<file path="config.mk">
export PLATFORM = sky130hd
export DESIGN_NAME = acc_conv_ctrl
export DESIGN_NICKNAME = d
export VERILOG_FILES = /design/src/verilog/acc_pkg.sv /design/src/verilog/acc_conv_ctrl.sv
export VERILOG_INCLUDE_DIRS = /design/src /design/src/verilog
export SDC_FILE = /design/constraint.sdc
export NUM_CORES = 1
export LEC_CHECK = 0
export ABC_AREA = 1
export BUFFER_PORTS_ARGS = -buffer_cell sky130_fd_sc_hd__buf_2
export CORE_MARGIN = 2
export CORE_UTILIZATION = 52
export CTS_CLUSTER_DIAMETER = 200
export DETAILED_ROUTE_END_ITERATION = 16
export GPL_TIMING_DRIVEN = 0
export PLACE_DENSITY = 0.78
export SKIP_CTS_REPAIR_TIMING = 1
export SLEW_MARGIN = 20
export SYNTH_ARGS = -nofsm -noshare
export SYNTH_HDL_FRONTEND = slang
export SYNTH_SLANG_ARGS = --single-unit
</file>
<file path="constraint.sdc">
create_clock -name CLK_SYS -period 4.3 [get_ports CLK_SYS]
set_input_delay 0.645 -clock CLK_SYS [delete_from_list [all_inputs] [get_ports CLK_SYS]]
set_output_delay 0.645 -clock CLK_SYS [all_outputs]
set_load 0.1 [all_outputs]
</file>
<file path="src/verilog/acc_defines.svh">
`ifndef ACC_DEFINES_SVH
`define ACC_DEFINES_SVH

// Register byte offsets
`define ACC_OFS_CTRL_ONE   8'h00
`define ACC_OFS_CTRL_TWO   8'h04
`define ACC_OFS_RES_HIGH   8'h08
`define ACC_OFS_RES_LOW    8'h0c
`define ACC_OFS_CMP_HIGH   8'h10
`define ACC_OFS_CMP_LOW    8'h14
`define ACC_OFS_CONFIG     8'h18
`define ACC_OFS_PIN_LOW    8'h1c
`define ACC_OFS_PIN_MID    8'h20
`define ACC_OFS_PIN_UPPER  8'h24

// status_control_one fields
`define ACC_C1_DONE        7
`define ACC_C1_IRQ_EN      6
`define ACC_C1_CONT        5
// status_control_two fields
`define ACC_C2_ACTIVE      7
`define ACC_C2_HW_TRIG     6
`define ACC_C2_CMP_EN      5
`define ACC_C2_CMP_GT      4

// Reset values
`define ACC_RST_CHANNEL    5'h1f
`define ACC_RST_CLKSEL     2'h0
`define ACC_RST_MODE       2'h0
`define ACC_RST_DIV        2'h0

// Field codes
`define ACC_CHAN_OFF       5'h1f
`define ACC_MODE_8BIT      2'h0
`define ACC_MODE_10BIT     2'h2

// Converter clock ticks spent sampling
`define ACC_SAMPLE_TICKS   3'h4

`endif

</file>
<file path="src/verilog/acc_pkg.sv">
package acc_pkg;

  typedef enum logic [1:0] {
    ACC_IDLE    = 2'h0,
    ACC_SAMPLE  = 2'h1,
    ACC_CONVERT = 2'h3,
    ACC_DONE    = 2'h2
  } acc_state_type;

  typedef enum logic [1:0] {
    ACC_CLK_BUS   = 2'h0,
    ACC_CLK_HALF  = 2'h1,
    ACC_CLK_ALT   = 2'h2,
    ACC_CLK_ASYNC = 2'h3
  } acc_clksel_type;

  typedef struct packed {
    logic [23:0] hiz;
    logic [23:0] ibuf_dis;
    logic [23:0] pull_dis;
  } acc_pin_ctrl_type;

  typedef struct packed {
    acc_state_type  st;
    logic [4:0]     chan;
    logic           irq_en;
    logic           cont;
    logic           done;
    logic           hwtrig;
    logic           cmp_en;
    logic           cmp_gt;
    logic [1:0]     div;
    logic [1:0]     mode;
    acc_clksel_type clksel;
    logic [1:0]     cvh;
    logic [7:0]     cvl;
    logic [1:0]     res_h;
    logic [7:0]     res_l;
    logic [23:0]    pin_dis;
    logic           lock;
    logic [2:0]     trig_sync;
    logic           half;
    logic           alt_q;
    logic           async_q;
    logic [2:0]     div_cnt;
    logic [2:0]     smp_cnt;
    logic [3:0]     idx;
    logic [10:0]    sar;
    logic [31:0]    prdata;
    logic [23:0]    port_rd;
    logic           irq;
  } acc_regs_type;

endpackage : acc_pkg

</file>
<file path="src/verilog/acc_conv_ctrl.sv">
// Functional notes
// - Disabled in reset or channel all ones
// - Idle at lowest power between conversions
// - 10-bit: round 11-bit value, high/low
// - 8-bit: round 9-bit value, low only
// - Set done flag, interrupt when enabled
// - Compare enable checks every result
// - Four clock sources, bus clock after reset
// - Halved bus clock, total division sixteen
// - Async clock runs in wait, stop3
// - Divide source by 1, 2, 4, 8
// - Analog pin forces output high impedance
// - Analog pin disables input, reads zero
// - Analog pin disables pull-up
// - Mid register bit n is channel 8+n
// - Upper register bit n is channel 16+n
// - Hardware select starts on trigger rise
// - Trigger edge during conversion is ignored
// - Continuous: only first trigger edge counts
// - Mode picks width; software or hardware start
// - Mode 00 8-bit, 10 10-bit
// - Clock select code to source mapping
// - Divide codes 00..11 give 1,2,4,8
// - Writing control one with channel starts, unless hardware trigger is selected
//
// The APB register port and the register addresses were chosen for this implementation.
`timescale 1ns/1ns
`include "acc_defines.svh"

module acc_conv_ctrl (
  input  wire logic                      CLK_SYS,
  input  wire logic                      SRST,
  input  wire logic                      PSEL,
  input  wire logic                      PENABLE,
  input  wire logic                      PWRITE,
  input  wire logic [7:0]                PADDR,
  input  wire logic [31:0]               PWDATA,
  output logic      [31:0]               PRDATA,
  output logic                           PREADY,
  output logic                           PSLVERR,
  input  wire logic                      HW_TRIGGER_INPUT,
  input  wire logic                      ALTERNATE_CLOCK_INPUT,
  input  wire logic                      INTERNAL_ASYNC_CLOCK,
  input  wire logic                      STOP3_MODE,
  input  wire logic                      COMP_IN,
  output logic      [10:0]               DAC_CODE,
  output logic                           SAMPLE_EN,
  output logic                           CONV_POWER,
  output logic                           ASYNC_CLK_EN,
  output logic      [4:0]                CHANNEL_SEL,
  output logic                           CONV_IRQ,
  input  wire logic [23:0]               PORT_PIN_IN,
  output logic      [23:0]               PORT_READ,
  output acc_pkg::acc_pin_ctrl_type      PIN_CTRL
);

  acc_pkg::acc_regs_type r_ff;
  acc_pkg::acc_regs_type nxt_r;

  // Last count of the divider for each ratio code
  function automatic logic [2:0] div_limit(input logic [1:0] code);
    logic [2:0] lim;
    lim = 3'h0;
    unique case (code)
      2'h0: lim = 3'h0;
      2'h1: lim = 3'h1;
      2'h2: lim = 3'h3;
      2'h3: lim = 3'h7;
    endcase
    return lim;
  endfunction : div_limit

  // Drop the extra bit with round-half-up, saturating at full scale
  function automatic logic [9:0] round_res(input logic [10:0] sar, input logic ten);
    logic [10:0] sum;
    sum = 11'h000;
    if (ten) begin
      sum = {1'b0, sar[10:1]} + {10'h000, sar[0]};
      return sum[10] ? 10'h3ff : sum[9:0];
    end
    sum = {3'h0, sar[10:3]} + {10'h000, sar[2]};
    return sum[8] ? 10'h0ff : {2'h0, sum[7:0]};
  endfunction : round_res

  function automatic logic [31:0] read_mux(input acc_pkg::acc_regs_type s, input logic [7:0] addr);
    logic [31:0] d;
    d = 32'h0000_0000;
    unique case (addr)
      `ACC_OFS_CTRL_ONE:  d = {24'h0, s.done, s.irq_en, s.cont, s.chan};
      `ACC_OFS_CTRL_TWO:  d = {24'h0, s.st != acc_pkg::ACC_IDLE, s.hwtrig, s.cmp_en, s.cmp_gt, 4'h0};
      `ACC_OFS_RES_HIGH:  d = {30'h0, s.res_h};
      `ACC_OFS_RES_LOW:   d = {24'h0, s.res_l};
      `ACC_OFS_CMP_HIGH:  d = {30'h0, s.cvh};
      `ACC_OFS_CMP_LOW:   d = {24'h0, s.cvl};
      `ACC_OFS_CONFIG:    d = {25'h0, s.div, 1'b0, s.mode, s.clksel};
      `ACC_OFS_PIN_LOW:   d = {24'h0, s.pin_dis[7:0]};
      `ACC_OFS_PIN_MID:   d = {24'h0, s.pin_dis[15:8]};
      `ACC_OFS_PIN_UPPER: d = {24'h0, s.pin_dis[23:16]};
      default:            d = 32'h0000_0000;
    endcase
    return d;
  endfunction : read_mux

  function automatic logic mapped(input logic [7:0] addr);
    return (addr[1:0] == 2'h0) && (addr <= `ACC_OFS_PIN_UPPER);
  endfunction : mapped

  always_comb begin
    logic        wr;
    logic        rd;
    logic        src_tick;
    logic        tick;
    logic        start;
    logic        abort;
    logic        trig_edge;
    logic        ten;
    logic [9:0]  res;
    logic [9:0]  cv;
    logic        cmp_ok;
    logic        blocked;
    wr        = 1'b0;
    rd        = 1'b0;
    src_tick  = 1'b0;
    tick      = 1'b0;
    start     = 1'b0;
    abort     = 1'b0;
    trig_edge = 1'b0;
    ten       = 1'b0;
    res       = 10'h000;
    cv        = 10'h000;
    cmp_ok    = 1'b0;
    blocked   = 1'b0;
    nxt_r     = r_ff;

    wr = PSEL && PENABLE && PWRITE;
    rd = PSEL && PENABLE && !PWRITE;
    ten = (r_ff.mode == `ACC_MODE_10BIT);

    // Second stage feeds the edge detector; first stage only feeds the second
    nxt_r.trig_sync = {r_ff.trig_sync[1:0], HW_TRIGGER_INPUT};
    trig_edge = r_ff.trig_sync[1] && !r_ff.trig_sync[2];

    nxt_r.half    = !r_ff.half;
    nxt_r.alt_q   = ALTERNATE_CLOCK_INPUT;
    nxt_r.async_q = INTERNAL_ASYNC_CLOCK;
    unique case (r_ff.clksel)
      acc_pkg::ACC_CLK_BUS:   src_tick = 1'b1;
      acc_pkg::ACC_CLK_HALF:  src_tick = r_ff.half;
      acc_pkg::ACC_CLK_ALT:   src_tick = ALTERNATE_CLOCK_INPUT && !r_ff.alt_q;
      acc_pkg::ACC_CLK_ASYNC: src_tick = INTERNAL_ASYNC_CLOCK && !r_ff.async_q;
    endcase

    // Converter clock only runs while a conversion is active
    if (r_ff.st == acc_pkg::ACC_IDLE) begin
      nxt_r.div_cnt = 3'h0;
    end else if (src_tick) begin
      if (r_ff.div_cnt >= div_limit(r_ff.div)) begin
        nxt_r.div_cnt = 3'h0;
        tick = 1'b1;
      end else begin
        nxt_r.div_cnt = r_ff.div_cnt + 3'h1;
      end
    end

    // Register writes; any control, compare or configuration write invalidates a running conversion
    nxt_r.prdata = (PSEL && !PENABLE) ? read_mux(r_ff, PADDR) : r_ff.prdata;
    if (wr && mapped(PADDR)) begin
      unique case (PADDR)
        `ACC_OFS_CTRL_ONE: begin
          nxt_r.chan   = PWDATA[4:0];
          nxt_r.cont   = PWDATA[`ACC_C1_CONT];
          nxt_r.irq_en = PWDATA[`ACC_C1_IRQ_EN];
          nxt_r.done   = 1'b0;
          abort = 1'b1;
          start = (PWDATA[4:0] != `ACC_CHAN_OFF) && !r_ff.hwtrig;
        end
        `ACC_OFS_CTRL_TWO: begin
          nxt_r.hwtrig = PWDATA[`ACC_C2_HW_TRIG];
          nxt_r.cmp_en = PWDATA[`ACC_C2_CMP_EN];
          nxt_r.cmp_gt = PWDATA[`ACC_C2_CMP_GT];
          abort = 1'b1;
        end
        `ACC_OFS_CMP_HIGH: begin
          nxt_r.cvh = PWDATA[1:0];
          abort = 1'b1;
        end
        `ACC_OFS_CMP_LOW: begin
          nxt_r.cvl = PWDATA[7:0];
          abort = 1'b1;
        end
        `ACC_OFS_CONFIG: begin
          nxt_r.div    = PWDATA[6:5];
          nxt_r.mode   = PWDATA[3:2];
          nxt_r.clksel = acc_pkg::acc_clksel_type'(PWDATA[1:0]);
          abort = 1'b1;
        end
        `ACC_OFS_PIN_LOW:   nxt_r.pin_dis[7:0]   = PWDATA[7:0];
        `ACC_OFS_PIN_MID:   nxt_r.pin_dis[15:8]  = PWDATA[7:0];
        `ACC_OFS_PIN_UPPER: nxt_r.pin_dis[23:16] = PWDATA[7:0];
        default: ;
      endcase
    end

    // Reading the high half in 10-bit mode holds back new results until the low half is read
    if (rd && PADDR == `ACC_OFS_RES_HIGH && ten) begin
      nxt_r.lock = 1'b1;
    end
    if (rd && PADDR == `ACC_OFS_RES_LOW) begin
      nxt_r.lock = 1'b0;
    end

    // Edges outside idle fall through, so continuous runs see only the first
    if (r_ff.hwtrig && trig_edge && r_ff.st == acc_pkg::ACC_IDLE && !abort) begin
      start = 1'b1;
    end

    unique case (r_ff.st)
      acc_pkg::ACC_IDLE: begin
        if (start) begin
          nxt_r.st      = acc_pkg::ACC_SAMPLE;
          nxt_r.smp_cnt = 3'h0;
        end
      end
      acc_pkg::ACC_SAMPLE: begin
        if (tick) begin
          if (r_ff.smp_cnt == `ACC_SAMPLE_TICKS - 3'h1) begin
            nxt_r.st  = acc_pkg::ACC_CONVERT;
            nxt_r.sar = 11'h400;
            nxt_r.idx = 4'ha;
          end else begin
            nxt_r.smp_cnt = r_ff.smp_cnt + 3'h1;
          end
        end
      end
      acc_pkg::ACC_CONVERT: begin
        if (tick) begin
          nxt_r.sar[r_ff.idx] = COMP_IN;
          if (r_ff.idx == (ten ? 4'h0 : 4'h2)) begin
            nxt_r.st = acc_pkg::ACC_DONE;
          end else begin
            nxt_r.idx = r_ff.idx - 4'h1;
            nxt_r.sar[r_ff.idx - 4'h1] = 1'b1;
          end
        end
      end
      acc_pkg::ACC_DONE: begin
        res = round_res(r_ff.sar, ten);
        cv  = ten ? {r_ff.cvh, r_ff.cvl} : {2'h0, r_ff.cvl};
        cmp_ok = !r_ff.cmp_en || (r_ff.cmp_gt ? (res >= cv) : (res < cv));
        blocked = r_ff.lock && ten;
        if (cmp_ok && !blocked) begin
          nxt_r.res_l = res[7:0];
          nxt_r.res_h = ten ? res[9:8] : 2'h0;
          nxt_r.done  = 1'b1;
        end
        if ((r_ff.cont || blocked) && !(!r_ff.cont && !cmp_ok)) begin
          nxt_r.st      = acc_pkg::ACC_SAMPLE;
          nxt_r.smp_cnt = 3'h0;
        end else begin
          nxt_r.st = acc_pkg::ACC_IDLE;
        end
      end
    endcase

    // Abort wins over the state machine but never over a flag being set
    if (abort) begin
      nxt_r.st = start ? acc_pkg::ACC_SAMPLE : acc_pkg::ACC_IDLE;
      nxt_r.smp_cnt = 3'h0;
    end
    if (nxt_r.chan == `ACC_CHAN_OFF || (STOP3_MODE && r_ff.clksel != acc_pkg::ACC_CLK_ASYNC)) begin
      nxt_r.st = acc_pkg::ACC_IDLE;
    end

    nxt_r.irq = nxt_r.done && nxt_r.irq_en;
    nxt_r.port_rd = PORT_PIN_IN & ~r_ff.pin_dis;
  end

  always_ff @(posedge CLK_SYS) begin
    if (SRST) begin
      r_ff         <= '0;
      r_ff.st      <= acc_pkg::ACC_IDLE;
      r_ff.chan    <= `ACC_RST_CHANNEL;
      r_ff.clksel  <= acc_pkg::acc_clksel_type'(`ACC_RST_CLKSEL);
      r_ff.mode    <= `ACC_RST_MODE;
      r_ff.div     <= `ACC_RST_DIV;
    end else begin
      r_ff <= nxt_r;
    end
  end

  // Zero-wait slave: read data was captured during the setup cycle
  assign PRDATA       = r_ff.prdata;
  assign PREADY       = 1'b1;
  assign PSLVERR      = PSEL && PENABLE && !mapped(PADDR);

  assign DAC_CODE     = r_ff.sar;
  assign SAMPLE_EN    = r_ff.st == acc_pkg::ACC_SAMPLE;
  assign CONV_POWER   = r_ff.st != acc_pkg::ACC_IDLE;
  assign ASYNC_CLK_EN = CONV_POWER && r_ff.clksel == acc_pkg::ACC_CLK_ASYNC;
  assign CHANNEL_SEL  = r_ff.chan;
  assign CONV_IRQ     = r_ff.irq;
  assign PORT_READ    = r_ff.port_rd;

  assign PIN_CTRL.hiz      = r_ff.pin_dis;
  assign PIN_CTRL.ibuf_dis = r_ff.pin_dis;
  assign PIN_CTRL.pull_dis = r_ff.pin_dis;

endmodule : acc_conv_ctrl

</file>
Word level (Yosys, flattened, before mapping)
Index checks and enable logic that the tools add are counted.

Register bits: 148. Latch bits: 0. Memory bits (writable): 0. Bits in read-only memories: 0. Bits of input ports: 74. Output and inout port bits: 150. Word-level logic and storage cells: 207. Memories: 0.

Add/subtract/negate cells: 5. Multiply operators: 0. Divide/modulo/power cells: 0. Magnitude comparators: 8. Equal/unequal tests: 36. Shift operators: 0. Muxes and demuxes: 56. Bitwise operators: 3. Reductions and logical operators: 69.

Operators with widths (number): $pmux 8 s10 (1); $mux 10 (5); $mux 15 (3); $eq 8x5->1 const B (4); $pmux 15 s2 (1); $mux 27 (1); $logic_and 1x1->1 (26); $and 24x24->24 (1); $mux 8 (3); $not 24->24 (1); $mux 3 (7); $mux 18 (1); $mux 2 (9); $reduce_and 2->1 (9); $mux 1 (17); $eq 8x4->1 const B (2); $eq 8x6->1 const B (2); $reduce_and 5->1 (3); $eq 2x2->1 const B (7); $logic_not 1->1 (14); $pmux 3 s4 (1); $add 10x1->11 (1); $bwmux 11 (1); $or 11x11->11 (1); 32 further kinds (56).

Longest topological paths before layout
Word-level depth: 15. Depth in mapped cells: 24. Mapped depth without buffers: 23.

Least setup slack after synthesis
OpenSTA, ideal clock, no wires.

Path kind: in2out. Start: in PADDR[6]. End: out PSLVERR. Arrival time: 2.511 ns. Data required time: 3.655 ns. Path slack: 1.144 ns. Stages: 6. Path buffers: 0. Cell sequence: inv_1 -> nand2_1 -> nor2_2 -> nand2_4 -> nand2_4 -> a21oi_1.

Word-level cells in the longest chain between the ends: 4.

RTL lines: from (decl) (RTL line acc_conv_ctrl.sv:36) `input wire logic [7:0] PADDR,`; $le 8x6->1 (no line); $logic_and 1x1->1 (RTL line acc_conv_ctrl.sv:105) `` return (addr[1:0] == 2'h0) && (addr <= `ACC_OFS_PIN_UPPER); ``; $logic_not 1->1 (RTL line acc_conv_ctrl.sv:294) `assign PSLVERR = PSEL && PENABLE && !mapped(PADDR);`; $logic_and 1x1->1 (RTL line acc_conv_ctrl.sv:294); to (decl) (RTL line acc_conv_ctrl.sv:40) `output logic PSLVERR,`.

No other way between the ends.

Worst setup path after layout
Start: reg r_ff, in the netlist DAC_CODE[1]. End: reg r_ff[116] in the netlist's numbering.

Word-level cells in the longest chain between the ends: 10. Elaborated cells between the ends (all ways): 11. Those cells by class: 1 x add/sub; 2 x order compare; 5 x mux; 3 x reduce/logical.

RTL lines: from (decl) (RTL line acc_conv_ctrl.sv:57) `acc_pkg::acc_regs_type r_ff;`; from (signal assigned) (RTL line acc_conv_ctrl.sv:287) `r_ff <= nxt_r;`; $add 10x1->11 * (RTL line acc_conv_ctrl.sv:78) `sum = {1'b0, sar[10:1]} + {10'h000, sar[0]};`; $mux 10 * (RTL line acc_conv_ctrl.sv:79) `return sum[10] ? 10'h3ff : sum[9:0];`; $mux 10 * (RTL line acc_conv_ctrl.sv:77) `if (ten) begin`; $mux 10 * (RTL line acc_conv_ctrl.sv:81) `sum = {3'h0, sar[10:3]} + {10'h000, sar[2]};`; $mux 10 * (RTL line acc_conv_ctrl.sv:217) `unique case (r_ff.st)`; $lt 10x10->1 / $ge 10x10->1 (equally long branches) (RTL line acc_conv_ctrl.sv:249) `cmp_ok = !r_ff.cmp_en || (r_ff.cmp_gt ? (res >= cv) : (res < cv));`; $mux 1 (RTL line acc_conv_ctrl.sv:249); $logic_or 1x1->1 (RTL line acc_conv_ctrl.sv:249); $logic_and 1x1->1 (RTL line acc_conv_ctrl.sv:251) `if (cmp_ok && !blocked) begin`; $reduce_and 2->1 (no line).

Mark *: on every way between the ends. The rest lies on a longest branch, timed or not. The select of a mux whose other input is x is not followed. A chain may end at the register's enable or synchronous reset.

==> flow_summary.ini <==
[synth]
ys_warn_count = 0
yosys-mux-area-fraction_pct = 0.5411
synth-main-ff-cell = dfxtp_1
yosysSeqAreaShare_pct = 33.55
synthCells = 1034
synth_cell_type_count = 49
ys_ff_latch = 124
synth_adder_area_share_pct = 4.565
yosys.area_share.xor_xnor_pct = 1.894
synth-async-reset-ratio_pct = 0
synth_top_family_by_area = buffers and inverters
netlist_area_um2 = 7400
synth-edff-count = 0
avgSynthCellArea_um2 = 7.156
synth_compound_area_share_pct = 15.86
synth_simple_gate_area_share_pct = 20.51

[sta]
fin_crit_sh_pct = 86.76
worstMarginPinSlew_ns = 0.8319
hold_violations = 0
post-route-min-period_ns = 3.731
fmaxAchievable_mhz = 268.1
slew_viol_final = 0
finClkSkew_ns = 0.007129
slew_headroom_pct = 44.54
setup_violations = 0
rsz0062_at_grt = no
fin_tns_setup_ns = 0

[hold_path]
hold_class = register to register
hp-start = nxt_r[82]
min_delay_path_depth = 2
holdPathEnd = nxt_r[83]

[routing]
drt_wl_total_um = 21640
postRouteAntennaNets = 0
routedWlPerCell_um = 14.99
met1_length_um = 8715
wl_met3_um = 2184
drtIter0Drc = 580
routed-via-count = 7356
wl_met2_um = 10230
drt_pass1_iterations = 8
drcViolationCount = 0
via_per_inst = 5.098
top_layer = met4

[setup_path]
worstPathCellList = ha_1 > nand2_1 > nor3_1 > nand2_1 > nor3_1 > xor2_1 > nand2_1 > nand2_1 > inv_1 > ha_1 > nand2_1 > inv_1 > a21oi_1 > nand4_1 > nand2_1 > inv_1 > nand2_1 > nand3_1 > inv_1 > buf_4 > o21ai_0 > a21oi_1
crit_buf_inv = 5
endpoint_kind = register
slowest_stage = dfxtp_1
arrival_ns = 4.10
rrSetupSlack_ns = 0.57
crit_path_frequent_cell = nand2_1
crit_path_start_kind = register
critical_path_depth = 22
slowest_delay_ns = 0.43
path_class = register to register
rr_endpoint = r_ff[116]
critPathTopFamily = simple AND/OR/NAND/NOR gates
path_max_fanout = 10
required_ns = 4.67
r2r-start = DAC_CODE[1]
reg2regPathDepth = 22

[floorplan]
rows = 43
start_util_pct = 53.31
die_area_um2 = 15200
io_pins = 224
die_h_um = 123.3
core_um2 = 13880
die_x_um = 123.3

[power_and_ir_drop]
p_sw_w = 0.0008347
power_density_nw_per_um2 = 328.2
p_int_w = 0.002185
p_leak_nw = 4.837
seqPwrFrac_pct = 38.7
power.share.clock_pct = 49.8
switching_share_pct = 27.65
vdd_ir_drop_max_mv = 0.3121
power.share.combinational_pct = 11.5

[final_layout]
n_antenna_cell = 0
num-nets-final = 1351
area_growth_pct = 24.33
fin_area_um2 = 9200
final_core_util_pct = 66.28
drive_above_1_share_pct = 31.04

[placement]
port_buffers = 174
placed_area_um2 = 8582
hpwl_um = 16550
place_congestion = 0.9733

[global_route]
gr-total-overflow = 0
track_usage_pct = 28.10
grt_pass1_vias = 6656
grt_max_degree = 17
antenna_found_initial = 0
grt_pass1_wl_um = 32850

[clocking]
cts-htree-levels = 4
root_buffer = clkbuf_16
cts_made_buffers = 17
clock-sinks = 124
cts.clk_slew.worst_paths_ns = 0.06
clock_latency_ns = 0.43
cts_tree = done
clock_path_buffers = 2

[flow_run]
maxCapViolCount = 0

[outcome]
status = finished clean
## registers in the layout, summed over array words and instances, names as in the netlist
signal       cells
PIN_CTRL        24
PRDATA           8
nxt_r            2
DAC_CODE        11
CONV_IRQ         1
r_ff            49
CHANNEL_SEL      5
PORT_READ       24
## routing by layer
layer  up-vias  global-route usage [%]
li1       3609                       -
met1      3335                   35.53
met2       364                   46.46
met3        48                   7.380
met4         0                   9.446
met5         -                       0
## power by group through the flow
stage | combinational, W | sequential, W | clock, W
after floorplan | 0.000279 | 0.00119 | 0
after global placement | 0.000341 | 0.00119 | 0
after detailed placement | 0.000344 | 0.00119 | 0
after CTS | 0.000345 | 0.00117 | 0.00151
after global routing | 0.000363 | 0.00117 | 0.00156
final | 0.000347 | 0.00117 | 0.00150
## Yosys cell counts (2+ instances only)
cell type | number | area (um2)
a21oi_1 | 89 | 445.4
nor2_4 | 4 | 45.04
buf_4 | 147 | 1104
buf_2 | 9 | 45.04
o22ai_1 | 23 | 143.9
o21ai_0 | 80 | 400.4
conb_1 | 2 | 7.510
nor3_1 | 12 | 60.06
xor2_1 | 15 | 131.4
nand3b_1 | 3 | 22.52
o21ai_2 | 2 | 17.52
buf_1 | 2 | 7.510
o31ai_1 | 4 | 30.03
ha_1 | 27 | 337.8
nand2_4 | 2 | 22.52
inv_1 | 122 | 457.9
dfxtp_1 | 124 | 2482
clkbuf_1 | 11 | 41.29
nor2_1 | 65 | 244.0
o221ai_1 | 3 | 26.28
or2_2 | 2 | 12.51
nand4_1 | 9 | 56.30
nand3_1 | 39 | 195.2
nor2_2 | 2 | 12.51
inv_2 | 4 | 15.01
nor4_1 | 2 | 12.51
nand2_2 | 6 | 37.54
mux2i_1 | 4 | 40.04
nand2_1 | 198 | 743.2
o211ai_1 | 3 | 22.52
## logic make-up (layout without fill, tap and decap cells)
group | count (synthesis) | count (layout)
other cells | 2 | 25
mux | 4 | 4
fa+ha+maj | 27 | 27
xor+xnor | 16 | 16
simple gates | 349 | 349
compound gates | 213 | 213
buf+inv | 299 | 505
flops | 124 | 124
## cell usage in the layout, fill, tap and decap left out, drive strengths merged, types with 2 or more instances in the layout
cell	n
nand4	10
mux2i	4
clkinvlp	3
or2	2
ha	27
clkinv	4
nand3b	3
o31ai	5
nor2	71
nand3	41
clkbuf	32
o22ai	23
o211ai	3
nand2	206
nor3	12
inv	130
bufinv	3
o221ai	3
xor2	15
dfxtp	124
a21oi	90
buf	333
o21ai	83
conb	25
nor4	2
## metrics by stage
stage,hold WS [ns],std cells,worst slack (ns),power [W]
CTS,0.4143,1443,0.6408,0.003020
finish,0.4104,1443,0.5695,0.003019
floorplan,0.3883,1057,1.144,0.001472
global route,0.4248,1443,0.1503,0.003094
detailed placement,0.3997,1411,0.6850,0.001538
global placement,0.3971,1411,0.7449,0.001534
## worst max-delay path by stage
| stage | from | endpoint | slack [ns] |
|---|---|---|---|
| global placement | DAC_CODE[1] | r_ff[118] | 0.74 |
| finish | DAC_CODE[1] | r_ff[116] | 0.57 |
| CTS | DAC_CODE[1] | r_ff[116] | 0.64 |
| detailed placement | DAC_CODE[1] | r_ff[116] | 0.68 |
| floorplan | PADDR[6] | PSLVERR | 1.14 |
| global route | DAC_CODE[0] | r_ff[118] | 0.15 |
## final cells by class
cell class,count,area [um2]
well taps,180,225.2
inverters,128,483.0
plain buffers,171,1217
clock buffers,20,456.7
multi-input cells,634,3303
clock inverters,12,161.4
fillers,1242,4681
flip-flops and latches,124,2482
repair buffers,174,870.8
## tightest hold or removal path: stages (launching register included)
cell and delay (ns):
dfxtp_1 0.30, inv_1 0.04, nor2_1 0.03
Power figures use the tool's default switching activity.
